==> config.mk <==
export PLATFORM = sky130hd
export DESIGN_NAME = crossing_detect
export DESIGN_NICKNAME = d
export VERILOG_FILES = /design/src/crossing_pkg.sv /design/src/crossing_detect.sv /design/src/crossing_sync.sv
export VERILOG_INCLUDE_DIRS = /design/src
export SDC_FILE = /design/constraint.sdc
export NUM_CORES = 1
export LEC_CHECK = 0
export BUFFER_PORTS_ARGS = -buffer_cell sky130_fd_sc_hd__buf_2
export CORE_UTILIZATION = 32
export DETAILED_ROUTE_END_ITERATION = 7
export PLACE_DENSITY = 0.7
export SYNTH_ARGS = -nofsm -noshare
export SYNTH_HDL_FRONTEND = slang
export SYNTH_SLANG_ARGS = --single-unit
==> constraint.sdc <==
create_clock -name clk -period 2.6 [get_ports clk]
set_clock_uncertainty 0.05 [all_clocks]
set_input_delay 0.52 -clock clk [delete_from_list [all_inputs] [get_ports clk]]
set_output_delay 0.52 -clock clk [all_outputs]
set_load 0.03 [all_outputs]
==> src/crossing_defs.svh <==
// Register map, field positions and reset values of the zero-crossing unit
`ifndef CROSSING_DEFS_SVH
`define CROSSING_DEFS_SVH

// ****************************************************************
// Register indices (byte address is four times the index)
// ****************************************************************
`define CTRL_IDX 12'h0EC5
`define STAT_IDX 12'h0EC6
`define MASK_IDX 12'h0EC7
`define PMD_IDX 12'h0EC8

// ****************************************************************
// Field positions
// ****************************************************************
`define CTRL_SOFT_EN_BIT 7
`define CTRL_OUT_BIT 5
`define CTRL_INV_BIT 4
`define CTRL_RISE_BIT 1
`define CTRL_FALL_BIT 0
`define STAT_FLAG_BIT 0
`define PMD_DISABLE_BIT 0

// ****************************************************************
// Reset values
// ****************************************************************
`define CTRL_RESET 4'h0
`define READ_ZERO 32'h0000_0000

`endif

==> src/crossing_pkg.sv <==
// Types shared by the zero-crossing unit
`default_nettype none
package crossing_pkg;

    // Software-written control fields
    typedef struct packed {
        logic soft_enable;
        logic output_invert;
        logic rise_irq_en;
        logic fall_irq_en;
    } ctrl_t;

    // All state of the detector top
    typedef struct packed {
        ctrl_t       ctrl;
        logic        module_disable;
        logic        fuse;
        logic        flag;
        logic        mask;
        logic        out;
        logic        active;
        logic        pin_force;
        logic        irq;
        logic        waitreq;
        logic [31:0] rdata;
    } state_t;

    // Synchroniser stages
    typedef struct packed {
        logic meta;
        logic sync;
    } sync_state_t;

endpackage
`default_nettype wire

==> src/crossing_detect.sv <==
// Zero-crossing detector logic with Avalon-MM register slave
`timescale 1ns/1ns
`default_nettype none
`include "crossing_defs.svh"
module crossing_detect (
    input  wire logic        clk,
    input  wire logic        rst_n,
    // Avalon-MM slave
    input  wire logic [13:0] av_address,
    input  wire logic        av_read,
    input  wire logic        av_write,
    input  wire logic [31:0] av_writedata,
    input  wire logic [3:0]  av_byteenable,
    output logic      [31:0] av_readdata,
    output logic             av_waitrequest,
    // Analog stage and pin
    input  wire logic        comp_sink,
    input  wire logic        config_fuse,
    output logic             detector_enable,
    output logic             pin_drive_force,
    // Consumers of the logic output
    output logic             crossing_out,
    output logic             timer_gate_src,
    output logic             timer_clk_src,
    output logic             timer_rst_src,
    output logic             irq
);
    // ****************************************************************
    // State
    // ****************************************************************
    crossing_pkg::state_t st_reg;
    crossing_pkg::state_t st_next;

    logic comp_sync;
    logic fuse_sync;
    logic raw_eff;
    logic out_next;
    logic rise_edge;
    logic fall_edge;
    logic flag_set;
    logic flag_clr;
    logic req;
    logic word_ok;
    logic hit_ctrl;
    logic hit_stat;
    logic hit_mask;
    logic hit_pmd;
    logic [31:0] read_val;

    // ****************************************************************
    // Synchronisers
    // ****************************************************************
    crossing_sync u_comp_sync (
        .clk      (clk),
        .async_in (comp_sink),
        .sync_out (comp_sync)
    );

    crossing_sync u_fuse_sync (
        .clk      (clk),
        .async_in (config_fuse),
        .sync_out (fuse_sync)
    );

    // ****************************************************************
    // Address decode and read mux
    // ****************************************************************
    always_comb begin
        req      = av_read | av_write;
        word_ok  = (av_address[1:0] == 2'h0);
        hit_ctrl = word_ok && (av_address[13:2] == `CTRL_IDX);
        hit_stat = word_ok && (av_address[13:2] == `STAT_IDX);
        hit_mask = word_ok && (av_address[13:2] == `MASK_IDX);
        hit_pmd  = word_ok && (av_address[13:2] == `PMD_IDX);
        read_val = `READ_ZERO;
        if (hit_ctrl) begin
            read_val[`CTRL_SOFT_EN_BIT] = st_reg.ctrl.soft_enable;
            read_val[`CTRL_OUT_BIT]     = st_reg.out;
            read_val[`CTRL_INV_BIT]     = st_reg.ctrl.output_invert;
            read_val[`CTRL_RISE_BIT]    = st_reg.ctrl.rise_irq_en;
            read_val[`CTRL_FALL_BIT]    = st_reg.ctrl.fall_irq_en;
        end else if (hit_stat) begin
            read_val[`STAT_FLAG_BIT] = st_reg.flag;
        end else if (hit_mask) begin
            read_val[`STAT_FLAG_BIT] = st_reg.mask;
        end else if (hit_pmd) begin
            read_val[`PMD_DISABLE_BIT] = st_reg.module_disable;
        end
    end

    // ****************************************************************
    // Next state
    // ****************************************************************
    always_comb begin
        st_next = st_reg;

        // Comparator is off while inactive, so the raw level rests low
        raw_eff  = comp_sync & st_reg.active;
        out_next = raw_eff ^ st_reg.ctrl.output_invert;
        // Edges from consecutive adjusted samples, so an invert write
        // alone yields an edge even while soft enable is clear
        rise_edge = out_next & ~st_reg.out;
        fall_edge = ~out_next & st_reg.out;
        flag_set  = (rise_edge & st_reg.ctrl.rise_irq_en)
                  | (fall_edge & st_reg.ctrl.fall_irq_en);
        flag_clr  = 1'b0;

        // No sleep input: detection never pauses
        st_next.out = out_next;

        // Fuse clear wins over both soft enable and module disable
        st_next.active = ~st_reg.fuse
                       | (st_reg.ctrl.soft_enable & ~st_reg.module_disable);
        st_next.pin_force = st_reg.fuse & st_reg.ctrl.soft_enable;

        // Bus: one wait state, data latched when the request is first seen
        if (req && st_reg.waitreq) begin
            st_next.waitreq = 1'b0;
            st_next.rdata   = read_val;
        end else if (req && !st_reg.waitreq) begin
            st_next.waitreq = 1'b1;
            if (av_write && av_byteenable[0]) begin
                if (hit_ctrl) begin
                    st_next.ctrl.soft_enable   = av_writedata[`CTRL_SOFT_EN_BIT];
                    st_next.ctrl.output_invert = av_writedata[`CTRL_INV_BIT];
                    st_next.ctrl.rise_irq_en   = av_writedata[`CTRL_RISE_BIT];
                    st_next.ctrl.fall_irq_en   = av_writedata[`CTRL_FALL_BIT];
                end
                if (hit_mask) begin
                    st_next.mask = av_writedata[`STAT_FLAG_BIT];
                end
                if (hit_pmd) begin
                    st_next.module_disable = av_writedata[`PMD_DISABLE_BIT];
                end
            end
            // Clear only what was returned, so a newer event is never lost
            if (av_read && hit_stat) begin
                flag_clr = st_reg.rdata[`STAT_FLAG_BIT];
            end
        end

        st_next.flag = (st_reg.flag & ~flag_clr) | flag_set;
        st_next.irq  = st_next.flag & st_next.mask;

        if (!rst_n) begin
            st_next                = '0;
            st_next.ctrl           = `CTRL_RESET;
            st_next.waitreq        = 1'b1;
            // Strap is sampled every reset cycle; last value before release holds
            st_next.fuse           = fuse_sync;
        end
    end

    always_ff @(posedge clk) begin
        st_reg <= st_next;
    end

    // ****************************************************************
    // Outputs
    // ****************************************************************
    assign av_readdata     = st_reg.rdata;
    assign av_waitrequest  = st_reg.waitreq;
    assign detector_enable = st_reg.active;
    assign pin_drive_force = st_reg.pin_force;
    assign crossing_out    = st_reg.out;
    assign timer_gate_src  = st_reg.out;
    assign timer_clk_src   = st_reg.out;
    assign timer_rst_src   = st_reg.out;
    assign irq             = st_reg.irq;
endmodule
`default_nettype wire

==> src/crossing_sync.sv <==
// Two-flop synchroniser for one asynchronous level
`timescale 1ns/1ns
`default_nettype none
module crossing_sync (
    input  wire logic clk,
    input  wire logic async_in,
    output logic      sync_out
);
    crossing_pkg::sync_state_t st_reg;
    crossing_pkg::sync_state_t st_next;

    // No reset: the chain must carry the strap level through reset itself
    always_comb begin
        st_next      = st_reg;
        st_next.meta = async_in;
        st_next.sync = st_reg.meta;
    end

    always_ff @(posedge clk) begin
        st_reg <= st_next;
    end

    assign sync_out = st_reg.sync;
endmodule
`default_nettype wire

==> implementation parameters, run 1 <==
Parameter                              Value

Run status
  Run status    completed

Die
  Standard cell core area    0.00347 sq mm
  I/O pins    96
  Effective utilization at floorplan    between 30% and 40%
  Die area    0.00403 sq mm
  Width of the die    between 60 and 70 um
  Die Ht    63.5 um
  Number of rows created at floorplan    21

Clock network
  CTS sink cnt    22
  CTS clk-pin slew, worst paths    0.08 ns
  Clock Root Buffer    clkbuf_8
  CTS buffer count    3
  Hold bufs inserted after CTS    0
  Post-CTS setup-driven buffer insertion count    0
  H-tree Lvls    1
  Total of cells resized after clock tree synthesis    0
  CTS tree    yes
  Number of buffers between clock root and the deepest sink    2
  Clock latency at the later pin of the worst-skew pair    0.26 ns

Setup path
  Kind of end point of the critical path    output port
  Cell family with most CP delay    flip-flops
  Crit path required time    2.03 ns
  Arrival time of the worst setup path    between 0.9 and 1 ns
  Startpoint Class    flip-flop
  Max stage delay cell, worst path    dfxtp_1
  Class of the most critical setup path    flip-flop to output port
  Slowest Stage Delay on Critical Path    0.41 ns
  Cell-by-cell listing of the critical path    buf_2
  Worst-path maximum fanout    7
  Critical path buffer and inverter count    1

Route
  DR vias/cell    4.30
  Total length of routed wires    2.04 mm
  DRC Markers    0
  Post-route ant nets    0
  Number of detailed-route iterations in the first pass    4
  Post-DR wirelength/cell    9.78 um
  Number of design-rule violations left by the first detailed-router iteration    20
  Routed via count    898

Timing
  Max-slew violations    0
  Final worst-path setup slack    1.12 ns
  Hold Violations, Final    0
  Worst hold slack across all endpoints    0.280 ns
  Setup-failing EPs final    0
  Final worst path period share    56.8%
  Maximum clock frequency    just under 0.7 GHz
  Shortest clock period the worst path allows after layout    1.48 ns
  Sum of negative setup slack    0 ns
  Setup repair after global routing missed its margin    no

Power
  Power after layout    738 uW
  Cell area power density    549 mW/mm^2
  IR drop worst, VDD    about 310 uV
  P_leak    0.637 nW

Synthesis
  Number of unique standard cell types used by synthesis    37
  Number of synthesized flops with an enable pin    1
  Synthesized instance count    133
  Synth Flop Type    dfxtp_1
  Sequential cell area fraction in the yosys report    a little under two fifths
  Post-synth ARST share    0%
  Ys Warns    0
  Syn Std Cell Area    0.00121 sq mm
  Syn avg cell area    9.09 sq um
  Count of state elements after synthesis    22

Layout
  Layout Area Growth over Synthesis    11.2%
  Most frequent cells in the layout    buf_2, conb_1, dfxtp_1
  Layout Nets    220
  Flip-flop count of the largest register after layout    8
  Non-filler instance count after layout    209
  Most common cell after layout, fill and taps aside    buf_2
  Final core utilization    between 30% and 40%
  Post-route standard cell area excluding fillers    0.00134 sq mm
  Filler cell count in the final layout    383
  Antenna diodes    0
  Share of cells above drive strength 1    31.3%

Hold path
  Worst Hold Class    flip-flop to flip-flop

Placement
  Standard cell area after detailed placement    ~0.0013 sq mm
  Routability congestion estimate from global placement    about 0.74
  Placement-stage worst setup slack    between 0.8 and 0.9 ns
  Post-detailed-placement half-perimeter wirelength    1.66 mm
  Port Buffers    37
  # placed instances    205

Global routing
  GRT met1 Usage    12.4%
  First-pass GRT wire length    3.31 mm
  Global router's overall resource usage    10.5%
  Pin count of the biggest net entering global routing    14
  Via count of the first global-routing pass    roughly 760
  Total global routing overflow    0
  GR Layer Usage met3    3.62%
  Met2 usage    between 10% and 20%
  Initial antenna violation count    0
  Busiest layer in global routing    met2

Flow run
  Number of max-cap violations    0
[Yosys cell counts (3+ instances only)]
library cell / instances / area share [%]
nand3_1: 7 / 2.9
a21oi_1: 7 / 2.9
buf_4: 36 / 22
nand2b_1: 3 / 1.6
o21ai_0: 6 / 2.5
a2bb2oi_1: 4 / 2.9
nand2_1: 11 / 3.4
dfxtp_1: 21 / 35
nor2_1: 6 / 1.9
[per-layer routing]
metal	routed length (um)	vias up
met5	0	-
li1	-	459
met2	942	37
met4	18	0
met3	146	3
met1	937	399
[power by group]
group	total, mW	leakage (nW)	switching (mW)	internal [mW]
logic	0.113	0.422	0.0863	0.0266
clock network	0.276	0.0339	0.109	0.167
registers	0.349	0.181	0.00314	0.346
total	0.738	0.637	0.198	0.540
[cell families (layout without fill, tap and decap cells)]
group	after synthesis	count (layout)	share of synthesized area, %
multiplexers	1	1	0.932
XOR/XNOR	1	1	0.725
AO/OA/AOI/OAI	24	24	13.9
buffers and inverters	40	44	23.7
AND/OR/NAND/NOR	44	44	23.2
other	1	27	0.310
flip-flops	22	22	37.3
[final timing paths]
kind                     startpoint                   end  slack (ns)  cells after the start
min reg2reg  u_fuse_sync.st_next[0]  u_fuse_sync.sync_out        0.28                      0
max reg2reg          av_waitrequest        av_readdata[0]        1.22                      3
min          u_fuse_sync.st_next[0]  u_fuse_sync.sync_out        0.28                      0
max                    crossing_out        timer_gate_src        1.12                      1
[cell type report]
cell class              instances  area (sq um)  area share (%)
clock buffers                   4          66.3            4.93
flip-flops and latches         22           450            33.5
repair buffers                 38           193            14.3
multi-input cells              97           569            42.4
well taps                      46          57.6            4.28
inverters                       2          7.51           0.559
Note: power is estimated with default switching activity, not from simulation.
==> run 2: changes to the inputs <==
Clock period 2.6 ns to 1.42 ns, I/O delays scaled along.
==> implementation parameters, run 2 (synthesis gave the netlist of run 1 again) <==
Parameter                              Value

Layout
  Post-route standard cell area excluding fillers    0.00138 sq mm (+3.0%)
  Layout Nets    225 (+2.3%)
  Flip-flop count of the largest register after layout    8 (unchanged)
  Most frequent cells in the layout    buf_2, conb_1, dfxtp_1
  Layout Area Growth over Synthesis    14.5%
  Most common cell after layout, fill and taps aside    buf_2
  Final core utilization    39.9% (+1.2 points)
  Filler cell count in the final layout    380 (-0.78%)
  Antenna diodes    0 (unchanged)
  Share of cells above drive strength 1    34.5% (+3.2 points)

Timing
  Final worst path period share    between 90 and 100%
  Setup repair after global routing missed its margin    no
  Setup-failing EPs final    0 (unchanged)
  Max-slew violations    0 (unchanged)
  Hold Violations, Final    0 (unchanged)
  Shortest clock period the worst path allows after layout    between 1 and 1.5 ns
  Maximum clock frequency    0.774 GHz

Global routing
  Total global routing overflow    0 (unchanged)
  First-pass GRT wire length    3.63 mm (+9.6%)
  Via count of the first global-routing pass    842 (+11%)
  Pin count of the biggest net entering global routing    14 (unchanged)
  Global router's overall resource usage    11.2% (+0.69 points)
  Initial antenna violation count    0 (unchanged)

Setup path
  Arrival time of the worst setup path    1.43 ns (+0.52 ns)
  Crit path required time    1.56 ns (-0.47 ns)
  Cell-by-cell listing of the critical path    and3b_1 > and4_2 > nand4_2 > a22oi_2
  Slowest Stage Delay on Critical Path    0.34 ns (-0.07 ns)
  Kind of end point of the critical path    flip-flop
  Cell family with most CP delay    simple AND/OR/NAND/NOR gates
  Max stage delay cell, worst path    dfxtp_2
  Class of the most critical setup path    flip-flop to flip-flop
  Startpoint Class    flip-flop
  Worst-path maximum fanout    7 (unchanged)
  Critical path buffer and inverter count    0 (-1)

Die
  Die area    0.00403 sq mm (unchanged)
  Number of rows created at floorplan    21 (unchanged)
  Effective utilization at floorplan    34.8% (unchanged)
  Die Ht    63.5 um (unchanged)
  Standard cell core area    0.00347 sq mm (unchanged)
  Width of the die    63.5 um (unchanged)
  I/O pins    96 (unchanged)

Placement
  Routability congestion estimate from global placement    0.729 (-1.1%)
  Standard cell area after detailed placement    0.00132 sq mm (+3.0%)
  Port Buffers    37 (unchanged)
  Post-detailed-placement half-perimeter wirelength    1.71 mm (+3.4%)

Clock network
  Clock Root Buffer    clkbuf_8
  Hold bufs inserted after CTS    0 (unchanged)
  Total of cells resized after clock tree synthesis    0 (unchanged)
  H-tree Lvls    1 (unchanged)
  Clock latency at the later pin of the worst-skew pair    0.26 ns (about the same)
  CTS tree    yes
  CTS sink cnt    22 (unchanged)
  Post-CTS setup-driven buffer insertion count    0 (unchanged)
  Number of buffers between clock root and the deepest sink    2 (unchanged)
  CTS clk-pin slew, worst paths    0.08 ns (about the same)
  CTS buffer count    3 (unchanged)

Power
  Clock network power share    37.0% (-0.4 points)
  IR drop worst, VDD    353 uV (+13%)
  Cell area power density    981 mW/mm^2 (+79%)
  Combinational Power Share    15.8% (+0.5 points)
  Proportion of total power due to net switching    26.8% (-0.12 points)
  Sequential Power Share    47.1% (-0.2 points)
  Switching power    363 uW (+83%)
  Internal power    994 uW (+84%)
  P_leak    0.660 nW (+3.6%)

Flow run
  Number of max-cap violations    0 (unchanged)

Hold path
  Worst Hold Class    primary input to flip-flop

Route
  Routed via count    922 (+2.7%)
  Number of detailed-route iterations in the first pass    4 (unchanged)
  Post-DR wirelength/cell    9.72 um (-0.57%)
  Post-route ant nets    0 (unchanged)
  Number of design-rule violations left by the first detailed-router iteration    35 (+75%)
  DR vias/cell    4.31 (+0.27%)
  DRC Markers    0 (unchanged)
  Total length of routed wires    2.08 mm (+1.8%)

Run status
  Run status    completed
run 2: changes by cell type in the layout (fill, tap and decap cells not counted):
| cell | before | now |
|---|---|---|
| buf_4 | 1 | 6 |
| and4_1 | 1 | 0 |
| and4_2 | 0 | 1 |
| dfxtp_1 | 21 | 20 |
| dfxtp_2 | 0 | 1 |
run 2: metrics by stage:
| step | std cells | total power, mW | setup slack (ns) | TNS, ns | hold slack (ns) |
|---|---|---|---|---|---|
| after floorplan | 159 | 0.862 | 0.00684 | 0 | 0.260 |
| after global placement | 210 | 0.867 | -0.0827 | -0.208 | 0.261 |
| after detailed placement | 210 | 0.869 | -0.0970 | -0.337 | 0.265 |
| after CTS | 214 | 1.38 | 0.0585 | 0 | 0.0605 |
| after global routing | 214 | 1.43 | 0.0234 | 0 | 0.0492 |
| final | 214 | 1.36 | 0.129 | 0 | 0.0682 |
run 2: final timing paths:
kind                            slack, ns  cells past startpoint              startpoint                     end
worst min register to register       0.28                      0  u_comp_sync.st_next[0]    u_comp_sync.sync_out
worst max register to register       0.13                      4          av_waitrequest                     irq
worst min-delay path                 0.07                      1               comp_sink  u_comp_sync.st_next[0]
worst max-delay path                 0.13                      4          av_waitrequest                     irq
run 2: routing by layer:
| metal | wire length (um) | GRT usage [%] | vias up |
|---|---|---|---|
| met2 | 993 | 18.8 | 35 |
| li1 | - | - | 468 |
| met5 | 0 | 0 | - |
| met1 | 961 | 14.3 | 419 |
| met3 | 126 | 3.44 | 0 |
| met4 | 0 | 1.70 | 0 |
run 2: cell type report:
| class | count | area (sq um) | area share (%) |
|---|---|---|---|
| timing repair buffer | 43 | 230 | 16.6 |
| tap | 46 | 57.6 | 4.16 |
| inverter | 2 | 7.51 | 0.542 |
| multi-input combinational | 97 | 571 | 41.2 |
| sequential | 22 | 452 | 32.6 |
| clock buffer | 4 | 66.3 | 4.79 |
run 2: power groups by stage:
stage               Sequential, mW  Clock (mW)  Combinational, mW
global route                 0.643       0.554              0.230
floorplan                    0.663           0              0.199
finish                       0.640       0.503              0.215
CTS                          0.640       0.522              0.214
global placement             0.654           0              0.212
detailed placement           0.655           0              0.214
